==> config.mk <==
export PLATFORM = sky130hd
export DESIGN_NAME = ctr_regs
export DESIGN_NICKNAME = d
export VERILOG_FILES = /design/src/logic/ctr_regs.v
export VERILOG_INCLUDE_DIRS = /design/src /design/src/logic
export SDC_FILE = /design/constraint.sdc
export NUM_CORES = 1
export LEC_CHECK = 0
export ABC_CLOCK_PERIOD_IN_PS = 3300
export BUFFER_PORTS_ARGS = -buffer_cell sky130_fd_sc_hd__buf_2
export CAP_MARGIN = 20
export CORE_MARGIN = 2
export CORE_UTILIZATION = 56
export CTS_BUF_LIST = sky130_fd_sc_hd__clkbuf_8
export DETAILED_ROUTE_END_ITERATION = 12
export PLACE_DENSITY = 0.94
export SYNTH_ARGS = -nofsm -noshare
export SYNTH_HDL_FRONTEND = slang
export SYNTH_SLANG_ARGS = --single-unit
==> constraint.sdc <==
create_clock -name CLOCK_IN -period 3.3 [get_ports CLOCK_IN]
set_clock_uncertainty 0.05 [all_clocks]
set_input_delay 0.165 -clock CLOCK_IN [delete_from_list [all_inputs] [get_ports CLOCK_IN]]
set_output_delay 0.165 -clock CLOCK_IN [all_outputs]
set_load 0.03 [all_outputs]
==> src/logic/ctr_map.vh <==
// Offsets, field positions, reset values and current figures for the charger registers
// Notes on behaviour
// RULE1 - Thermal register resets to 1xxx 1000
// RULE2 - Bit 7 clear turns thermistor sensing off
// RULE3 - Bits 6..5 report live thermal fault code
// RULE4 - Reporting enable low: interrupt shows faults only; code still interrupts on wake, reset and timer events unless masked
// RULE5 - Reporting enable high: faults and status changes
// RULE6 - Bit 2 masks push-button wake interrupt
// RULE7 - Bit 1 masks reset interrupt, not reset output
// RULE8 - Bit 0 masks safety-timer fault interrupt
// RULE9 - Fast-charge register read/write, resets to 0x14
// RULE10 - Low range: 5 mA plus code mA
// RULE11 - High range: 40 mA plus code times 10
// RULE12 - Code in bits 6..2, binary weighted
// RULE13 - Over-range current saturates at range maximum
// RULE14 - All-ones code selects external set resistor
// RULE15 - Host programs termination code before all-ones
// RULE16 - Host loads termination code for chosen percentage
// RULE17 - Fast-charge bit 1 set disables charger
// RULE18 - Fast-charge bit 0 set selects high impedance
// RULE19 - Unimplemented address reads back 0xff
// RULE20 - Writes to bits 6..4 are ignored
// RULE21 - Masked events still update their status flags
`ifndef CTR_MAP_VH
`define CTR_MAP_VH
`define CTR_ADDR_THERMAL 8'h02
`define CTR_ADDR_FAST 8'h03
`define CTR_THERMAL_RESET 8'h88
`define CTR_FAST_RESET 8'h14
`define CTR_UNMAPPED_READ 8'hff
`define CTR_BIT_THERMISTOR_SENSE_ENABLE 7
`define CTR_BIT_FAULT_HI 6
`define CTR_BIT_FAULT_LO 5
`define CTR_BIT_REPORT_EN 3
`define CTR_BIT_WAKE_M 2
`define CTR_BIT_RESET_M 1
`define CTR_BIT_TIMER_M 0
`define CTR_BIT_RANGE 7
`define CTR_CODE_HI 6
`define CTR_CODE_LO 2
`define CTR_BIT_DISABLE 1
`define CTR_BIT_HIZ 0
`define CTR_CODE_EXTERNAL 5'h1f
`define CTR_LOW_BASE_MA 9'h005
`define CTR_LOW_STEP_MA 9'h001
`define CTR_LOW_MAX_MA 9'h023
`define CTR_HIGH_BASE_MA 9'h028
`define CTR_HIGH_STEP_MA 9'h00a
`define CTR_HIGH_MAX_MA 9'h12c
`define CTR_EV_WAKE 0
`define CTR_EV_PB_RESET 1
`define CTR_EV_TIMER 2
`define CTR_EV_FAULT 3
`define CTR_EV_STATUS 4
`endif

==> src/logic/ctr_regs.v <==
// Thermal-control and fast-charge control registers with interrupt gating
`timescale 1ns/1ps
`include "ctr_map.vh"
module ctr_regs #(
   parameter EVENTS = 5
)(
   input wire CLOCK_IN,
   input wire RESET_IN,
   input wire [7:0] REG_ADDR_IN,
   input wire [7:0] REG_WDATA_IN,
   input wire REG_WRITE_IN,
   input wire REG_READ_IN,
   output reg [7:0] REG_RDATA_OUT,
   output reg REG_RVALID_OUT,
   input wire [1:0] THERMAL_FAULT_CODE_IN,
   input wire [EVENTS-1:0] EVENT_IN,
   output reg THERMISTOR_SENSE_ENABLE_OUT,
   output reg INTERRUPT_OUT,
   output reg PUSH_BUTTON_RESET_OUT,
   output reg [EVENTS-1:0] EVENT_FLAGS_OUT,
   output reg [8:0] CHARGE_CURRENT_MA_OUT,
   output reg USE_EXTERNAL_SET_OUT,
   output reg CHARGER_DISABLE_OUT,
   output reg HIGH_IMPEDANCE_SELECT_OUT
);
   reg [7:0] thermal_ctrl;
   reg [7:0] fast_ctrl;
   reg [1:0] fault_meta;
   reg [1:0] fault_sync;
   reg [1:0] fault_prev;
   reg [1:0] fault_code;
   reg [EVENTS-1:0] ev_meta;
   reg [EVENTS-1:0] ev_sync;
   reg [EVENTS-1:0] ev_prev;
   wire [EVENTS-1:0] ev_rise;
   wire [EVENTS-1:0] ev_enable;
   wire [4:0] code;
   wire range_high;
   reg [8:0] next_current;
   reg [8:0] raw_current;
   reg [7:0] next_rdata;
   wire hit_thermal;
   wire hit_fast;

   assign hit_thermal = (REG_ADDR_IN == `CTR_ADDR_THERMAL);
   assign hit_fast = (REG_ADDR_IN == `CTR_ADDR_FAST);
   // RULE12 code bit field
   assign code = fast_ctrl[`CTR_CODE_HI:`CTR_CODE_LO];
   assign range_high = fast_ctrl[`CTR_BIT_RANGE];

   // Two flops: fault code and events come from the analog side
   always @(posedge CLOCK_IN or posedge RESET_IN)
   begin
      if (RESET_IN)
      begin
         fault_meta <= 2'h0;
         fault_sync <= 2'h0;
         ev_meta <= {EVENTS{1'b0}};
         ev_sync <= {EVENTS{1'b0}};
         ev_prev <= {EVENTS{1'b0}};
      end
      else
      begin
         fault_meta <= THERMAL_FAULT_CODE_IN;
         fault_sync <= fault_meta;
         ev_meta <= EVENT_IN;
         ev_sync <= ev_meta;
         ev_prev <= ev_sync;
      end
   end

   // Fault code is a two-bit word; a skewed change could read as a false code
   // Take it only once two samples in a row agree, at one cycle of extra lag
   always @(posedge CLOCK_IN or posedge RESET_IN)
   begin
      if (RESET_IN)
      begin
         fault_prev <= 2'h0;
         fault_code <= 2'h0;
      end
      else
      begin
         fault_prev <= fault_sync;
         if (fault_sync == fault_prev)
         begin
            fault_code <= fault_sync;
         end
      end
   end

   // Per-event gating; each event counts once on its rising edge
   genvar i;
   generate
      for (i = 0; i < EVENTS; i = i + 1)
      begin : g_ev
         assign ev_rise[i] = ev_sync[i] & ~ev_prev[i];
         if (i == `CTR_EV_WAKE)
         begin : g_wake
            // RULE6 wake mask
            assign ev_enable[i] = ~thermal_ctrl[`CTR_BIT_WAKE_M];
         end
         else if (i == `CTR_EV_PB_RESET)
         begin : g_rst
            // RULE7 reset irq mask
            assign ev_enable[i] = ~thermal_ctrl[`CTR_BIT_RESET_M];
         end
         else if (i == `CTR_EV_TIMER)
         begin : g_tmr
            // RULE8 timer mask
            assign ev_enable[i] = ~thermal_ctrl[`CTR_BIT_TIMER_M];
         end
         else if (i == `CTR_EV_STATUS)
         begin : g_sts
            // RULE4 RULE5 status reporting gate
            assign ev_enable[i] = thermal_ctrl[`CTR_BIT_REPORT_EN];
         end
         else
         begin : g_flt
            assign ev_enable[i] = 1'b1;
         end
      end
   endgenerate

   // Effective charge current
   always @*
   begin
      raw_current = 9'h000;
      next_current = 9'h000;
      if (range_high)
      begin
         // RULE11 high range
         raw_current = `CTR_HIGH_BASE_MA + `CTR_HIGH_STEP_MA * {4'h0, code};
         // RULE13 saturate high
         next_current = (raw_current > `CTR_HIGH_MAX_MA) ? `CTR_HIGH_MAX_MA : raw_current;
      end
      else
      begin
         // RULE10 low range
         raw_current = `CTR_LOW_BASE_MA + `CTR_LOW_STEP_MA * {4'h0, code};
         // RULE13 saturate low
         next_current = (raw_current > `CTR_LOW_MAX_MA) ? `CTR_LOW_MAX_MA : raw_current;
      end
   end

   // Read data; reserved bit 4 reads zero
   always @*
   begin
      next_rdata = `CTR_UNMAPPED_READ;
      if (hit_thermal)
      begin
         // RULE3 live fault code
         next_rdata = {thermal_ctrl[7], fault_code, 1'b0, thermal_ctrl[3:0]};
      end
      else if (hit_fast)
      begin
         next_rdata = fast_ctrl;
      end
      else
      begin
         // RULE19 unmapped reads all ones
         next_rdata = `CTR_UNMAPPED_READ;
      end
   end

   always @(posedge CLOCK_IN or posedge RESET_IN)
   begin
      if (RESET_IN)
      begin
         // RULE1 thermal reset value
         thermal_ctrl <= `CTR_THERMAL_RESET;
         // RULE9 fast-charge reset value
         fast_ctrl <= `CTR_FAST_RESET;
         REG_RDATA_OUT <= 8'h00;
         REG_RVALID_OUT <= 1'b0;
      end
      else
      begin
         if (REG_WRITE_IN && hit_thermal)
         begin
            // RULE20 read-only bits stored as zero
            thermal_ctrl <= {REG_WDATA_IN[7], 3'h0, REG_WDATA_IN[3:0]};
         end
         if (REG_WRITE_IN && hit_fast)
         begin
            // RULE9 full read/write
            fast_ctrl <= REG_WDATA_IN;
         end
         REG_RVALID_OUT <= REG_READ_IN;
         if (REG_READ_IN)
         begin
            REG_RDATA_OUT <= next_rdata;
         end
      end
   end

   // Registered outputs; one cycle behind the control registers and event edges
   always @(posedge CLOCK_IN or posedge RESET_IN)
   begin
      if (RESET_IN)
      begin
         THERMISTOR_SENSE_ENABLE_OUT <= 1'b1;
         INTERRUPT_OUT <= 1'b0;
         PUSH_BUTTON_RESET_OUT <= 1'b0;
         EVENT_FLAGS_OUT <= {EVENTS{1'b0}};
         CHARGE_CURRENT_MA_OUT <= `CTR_LOW_BASE_MA;
         USE_EXTERNAL_SET_OUT <= 1'b0;
         CHARGER_DISABLE_OUT <= 1'b0;
         HIGH_IMPEDANCE_SELECT_OUT <= 1'b0;
      end
      else
      begin
         // RULE2 sensing enable
         THERMISTOR_SENSE_ENABLE_OUT <= thermal_ctrl[`CTR_BIT_THERMISTOR_SENSE_ENABLE];
         // RULE21 flags ignore masks
         EVENT_FLAGS_OUT <= ev_rise;
         INTERRUPT_OUT <= |(ev_rise & ev_enable);
         // RULE7 reset output unmasked
         PUSH_BUTTON_RESET_OUT <= ev_rise[`CTR_EV_PB_RESET];
         // RULE14 external set code
         USE_EXTERNAL_SET_OUT <= (code == `CTR_CODE_EXTERNAL);
         CHARGE_CURRENT_MA_OUT <= next_current;
         // RULE17 charger disable
         CHARGER_DISABLE_OUT <= fast_ctrl[`CTR_BIT_DISABLE];
         // RULE18 high impedance
         HIGH_IMPEDANCE_SELECT_OUT <= fast_ctrl[`CTR_BIT_HIZ];
      end
   end
endmodule // ctr_regs

==> flow_summary.yaml, run 1 <==
synthesis:
  yosysTopAreaCell: "dfrtp_1"
  netlist_area_um2: 2656
  syn_area_per_cell_um2: 12.83
  synth_nets: 245
  synth_warnings: 0
  synth_most_common_cell: "dfrtp_1"
  synth_area_leaders: "dfrtp_1, dfstp_2, mux2_2, ha_1, a21oi_1"
  ys_seq_area_share_pct: 60.62
  synth.top_cell.area_share_pct: 53.70
  synthCells: 207
  synth-seq-cells: 64
  synthDistinctLibCells: 44
  async_reset_ff_share_pct: 100.0
  synth_common_cells: "dfrtp_1, a21oi_1, inv_1, mux2_2, ha_1"
  synth_edf_count: 0
  synth_flop_cell: "dfrtp_1"
worst_hold_path:
  min_path_type: "in -> reg"
global_route:
  grt_use_met3_pct: 8.011
  overflow: 0
  grt_use_total_pct: 23.67
  grt_most_used_layer: "met2"
  use_met1_pct: 29.03
  grt_max_degree: 41
  grt_pass1_vias: 1890
  gr-usage-met2_pct: 37.37
  grt_pass1_wl_um: 9156
  antenna_found_initial: 0
drt:
  detail_route.wl_per_cell_um: 16.59
  drcViolationCount: 0
  finalWirelength_um: 5590
  viasPerCell: 5.789
  vias: 1951
  dr.pass1.iters: 4
  drt_iter0_markers: 224
  ant_nets: 0
sta:
  finalCritPeriodShare_pct: 89.40
  fmax_mhz: 339.0
  worstMarginPinSlew_ns: 0.7925
  rsz0062_at_grt: "false"
  drv_slew: 0
  setup-violations-final: 0
  hold_viol: 0
  setup_slack_ns: 0.3499
  relSlewSlack_pct: 47.09
  final.setup.tns_ns: 0
  fin_crit_ns: 2.950
clock_network:
  cts_tree: "built"
  cts_buffers: 9
  cts_root_buf: "clkbuf_8"
  clkLatencyLatePin_ns: 0.35
  clkTransAtPathRegs_ns: 0.07
  clock_sinks: 64
  cts_max_level: 3
  post-cts-setup-buffers: 0
  cts_buffer_depth: 2
final_layout:
  final_design_area_no_fill_um2: 3283
  final_layout_size_suffix_gt1_share_pct: 34.28
  utilization_pct: 70.44
  nNetsFinal: 316
  num-fill-cells: 305
  area_growth_pct: 23.60
  antenna_cells: 0
critical_path:
  start_kind: "flop"
  cp-end-kind: "flop"
  crit_fanout: 9
  worstPathArrival_ns: 3.12
  reg2reg_slack_ns: 0.35
  critPathKind: "reg -> reg"
  critPathRequiredTime_ns: 3.47
placement:
  placed_area_um2: 2977
  dpl_worst_slack_ns: 0.4220
  gp_congestion: 0.8298
  dp_hpwl_um: 3819
  portBuffers: 55
die:
  start_util_pct: 56.99
  rows: 25
  chipWidth_um: 72.87
  dieHeight_um: 72.87
  dieArea_um2: 5310
  core_area_um2: 4661
  ios: 56
power_and_ir_drop:
  fin_total_pwr_mw: 1.824
  powerDensity_nw_per_um2: 555.6
  power.leakage_nw: 1.668
  ir_drop_mv: 0.4880
flow_run:
  cap_violations: 0
status:
  status: "complete, no violations"
cell type report:
| class | instances | area (um2) | share of cell area [%] |
|---|---|---|---|
| multi-input cells | 124 | 959.7 | 29.23 |
| well taps | 54 | 67.56 | 2.058 |
| repair buffers | 64 | 362.8 | 11.05 |
| clock inverters | 7 | 102.6 | 3.125 |
| flip-flops and latches | 64 | 1610 | 49.05 |
| clock buffers | 9 | 123.9 | 3.773 |
| inverters | 15 | 56.30 | 1.715 |
logic make-up (layout without fill, tap and decap cells):
logic type | after synthesis | after routing | synth area share [%]
DFF | 64 | 64 | 60.62
and+or+nand+nor | 36 | 36 | 7.867
AOI/OAI and AO/OA | 55 | 55 | 14.32
buffers and inverters | 19 | 95 | 3.250
muxes | 13 | 13 | 5.511
adders and majority gates | 11 | 11 | 5.464
xor gates and xnor gates | 9 | 9 | 2.968
worst max-delay path, stage by stage, from the launching register on:
cell and delay (ns):
dfrtp_1 0.54, ha_1 0.31, ha_1 0.23, fa_1 0.43, xnor2_1 0.38, nor4_1 0.09, o21ai_1 0.18, a31oi_2 0.20
a311o_1 0.42
per-stage QoR:
step	hold WS, ns	std cells
after floorplan	0.1464	207
after global routing	0.004938	337
after detailed placement	0.2244	313
after global placement	0.2232	313
after CTS	0.001810	337
final	0.01831	337
power breakdown:
group / switching, mW / internal (mW)
clock: 0.318 / 0.432
combinational: 0.132 / 0.0794
sequential: 0.0305 / 0.832
total: 0.480 / 1.34
metal layers:
layer  share of wire (%)  vias to the layer above
met4                 2.6                        0
li1                    -                      889
met5                   0                        -
met3                 8.1                       16
met1                  40                      942
met2                  49                      104
flip-flops by register name (all words and copies together), names as in the netlist, 5 cells and up:
name and cells:
ev_prev 5, CHARGE_CURRENT_MA_OUT 9, EVENT_FLAGS_OUT 5, ev_meta 5, ev_sync 5, thermal_ctrl 5
REG_RDATA_OUT 8, fast_ctrl 8
path summary, 6_finish.rpt:
kind	start	endpoint	cells past startpoint
worst max-delay path	fast_ctrl[5]	CHARGE_CURRENT_MA_OUT[1]	8
worst min-delay path	REG_WDATA_IN[4]	fast_ctrl[4]	2
worst max register to register	fast_ctrl[5]	CHARGE_CURRENT_MA_OUT[1]	8
worst min register to register	ev_meta[4]	ev_sync[4]	0
max in group asynchronous	RESET_IN	CHARGE_CURRENT_MA_OUT[0]	4
min in group asynchronous	RESET_IN	fault_meta[0]	3
repair_timing:
action	in CTS	in global routing
endpoints found under the hold margin	42	0
resized for setup	0	0
hold buffers	8	0
layout by cell type (no fill, tap or decap), types with 4 or more instances in the layout:
master         synthesis  layout
dlygate4sd3_1          0       8
o221ai_1               7       7
clkbuf_8               0       9
a21o_1                 4       4
dfstp_2                7       7
nor2b_1                6       6
xnor2_1                7       7
nand2_1                5       5
mux2_2                13      13
nor2_1                 9       9
dfrtp_1               57      57
buf_2                  0      55
o21ai_0                7       7
inv_1                 15      14
ha_1                  10      10
a21oi_1               15      15
Power figures use the tool's default switching activity.
==> inputs of run 2 (changes only) <==
- ABC_AREA: default -> 1
- GPL_ROUTABILITY_DRIVEN: default -> 0
- PLACE_DENSITY: 0.94 -> 0.93
==> flow_summary.yaml, run 2 <==
sta:
  fmax_mhz: 384.1
  fin_crit_ns: 2.603
  hold_viol: 0
  final.setup.tns_ns: 0
  setup-violations-final: 0
  rsz0062_at_grt: "false"
  drv_slew: 0
  finalCritPeriodShare_pct: 78.89
  relSlewSlack_pct: 49.83
  worstMarginPinSlew_ns: 0.7515
global_route:
  overflow: 0
  grt_pass1_vias: 2016
  antenna_found_initial: 0
  grt_use_total_pct: 23.04
  grt_pass1_wl_um: 8901
  grt_max_degree: 39
placement:
  placed_area_um2: 2992
  dp.cells: 373
  portBuffers: 55
  dp_hpwl_um: 3855
clock_network:
  cts_buffer_depth: 2
  clock_sinks: 64
  cts_buffers: 9
  cts_max_level: 3
  clkTransAtPathRegs_ns: 0.07
  cts_tree: "built"
  clkLatencyLatePin_ns: 0.34
  cts_root_buf: "clkbuf_8"
  post-cts-setup-buffers: 0
  post_cts.resized_instances: 0
critical_path:
  cp-end-kind: "flop"
  start_kind: "flop"
  critPathRequiredTime_ns: 3.48
  worstPathArrival_ns: 2.78
  critPathKind: "reg -> reg"
  crit_fanout: 8
  reg2reg_slack_ns: 0.70
synthesis:
  async_reset_ff_share_pct: 100.0
  synth_flop_cell: "dfrtp_1"
  synth_edf_count: 0
  synth.top_cell.area_share_pct: 53.52
  yosysTopAreaCell: "dfrtp_1"
  synthDistinctLibCells: 30
  synthCells: 266
  synth_common_cells: "nand2_1, dfrtp_1, inv_1, nor2_1, o21ai_0"
  synth_area_leaders: "dfrtp_1, nand2_1, dfstp_2, ha_1, inv_1"
  synth-seq-cells: 64
  synth_nets: 304
  synth_most_common_cell: "nand2_1"
  synth_warnings: 0
  syn_area_per_cell_um2: 10.02
  netlist_area_um2: 2665
  ys_seq_area_share_pct: 60.42
final_layout:
  final_layout_size_suffix_gt1_share_pct: 27.25
  final_cell_count_no_fill: 399
  area_growth_pct: 23.43
  final_design_area_no_fill_um2: 3289
  layout_commonest_cell: "nand2_1"
  largest_reg_flops: 9
  nNetsFinal: 378
  top_register: "CHARGE_CURRENT_MA_OUT"
  antenna_cells: 0
  layout_common_cells: "nand2_1, dfrtp_1, buf_2"
  reg.largest.list: "CHARGE_CURRENT_MA_OUT x9, REG_RDATA_OUT x8, fast_ctrl x8"
die:
  chipWidth_um: 72.99
  core_area_um2: 4661
  dieArea_um2: 5327
  start_util_pct: 57.18
  ios: 56
  dieHeight_um: 72.99
  rows: 25
drt:
  dr.pass1.iters: 4
  drcViolationCount: 0
  ant_nets: 0
  drt_iter0_markers: 216
  finalWirelength_um: 5461
  detail_route.wl_per_cell_um: 13.69
  vias: 2109
  viasPerCell: 5.286
flow_run:
  cap_violations: 0
power_and_ir_drop:
  power.leakage_nw: 1.756
  powerDensity_nw_per_um2: 544.6
  ir_drop_mv: 0.4311
status:
  status: "complete, no violations"
worst_hold_path:
  min_path_type: "in -> reg"
==> run 2: cell types whose count changed after synthesis, sizes merged, moves of 3 or more <==
cell	delta
inv	+18
mux2	-11
clkinv	+3
a21o	-5
o221ai	-7
nor2	+17
nor2b	-6
nand3	+11
a31oi	-4
o21ai	+19
a21oi	-10
nand2	+61
xnor2	-4
==> run 2: cells by family after synthesis <==
kind of cell	share of synthesized area, %
muxes	0.8450
DFF	60.42
AOI/OAI and AO/OA	8.310
and+or+nand+nor	17.65
xor gates and xnor gates	1.315
buffers and inverters	6.009
adders and majority gates	5.446
==> run 2: repair_timing <==
item	CTS	global route
endpoints found under the setup margin	0	0
hold buffers	10	0
endpoints found under the hold margin	40	0
==> run 2: path summary, 6_finish.rpt <==
kind	from	endpoint	cells past startpoint
max reg2reg	fast_ctrl[3]	CHARGE_CURRENT_MA_OUT[3]	14
min	REG_WDATA_IN[5]	fast_ctrl[5]	3
max	fast_ctrl[3]	CHARGE_CURRENT_MA_OUT[3]	14
min in group asynchronous	RESET_IN	fault_sync[0]	3
min reg2reg	ev_meta[0]	ev_sync[0]	0
max in group asynchronous	RESET_IN	thermal_ctrl[3]	4
==> run 2: per-layer routing <==
| layer | global-route usage (%) | share of wire [%] | vias up | routed length (um) |
|---|---|---|---|---|
| met5 | 0 | 0 | - | 0 |
| met4 | 9.877 | 2.6 | 0 | 142 |
| met3 | 9.116 | 5.1 | 13 | 278 |
| met2 | 37.24 | 52 | 72 | 2814 |
| met1 | 27.32 | 41 | 1026 | 2226 |
| li1 | - | - | 998 | - |
==> run 2: power breakdown <==
part,switching (mW),internal [mW],leakage [nW]
clock,0.299,0.365,0.103
sequential,0.0279,0.838,0.763
combinational,0.171,0.0914,0.889
==> run 2: critical path, stage by stage, from the launching register on <==
cell and delay [ns]:
dfrtp_1 0.46, ha_1 0.33, ha_1 0.23, fa_1 0.52
inv_1 0.05, nand2_1 0.09, inv_1 0.06, nand2_1 0.06
nand2_1 0.06, nor2_1 0.11, nand3_1 0.11, nand2_1 0.17
nand2_1 0.08, nand2_1 0.06, nand2_1 0.05
==> run 2: final cells by class <==
| cell class | count | area [um2] |
|---|---|---|
| clock buffer | 10 | 137.6 |
| clock inverter | 6 | 60.06 |
| fill | 312 | 1371 |
| inverter | 36 | 136.4 |
| multi-input combinational | 163 | 894.6 |
| sequential | 64 | 1610 |
| tap | 54 | 67.56 |
| timing repair buffer | 66 | 382.9 |
==> run 2: per-stage QoR <==
step	setup slack (ns)	hold slack [ns]	util, %	total power [mW]
floorplan	0.9957	0.1464	-	1.050
global placement	0.8910	0.2224	64.19	1.117
detailed placement	0.7628	0.2244	64.19	1.131
CTS	0.7339	0.02251	70.58	1.800
global route	0.4900	0.02513	70.58	1.869
finish	0.6968	0.02927	70.58	1.791
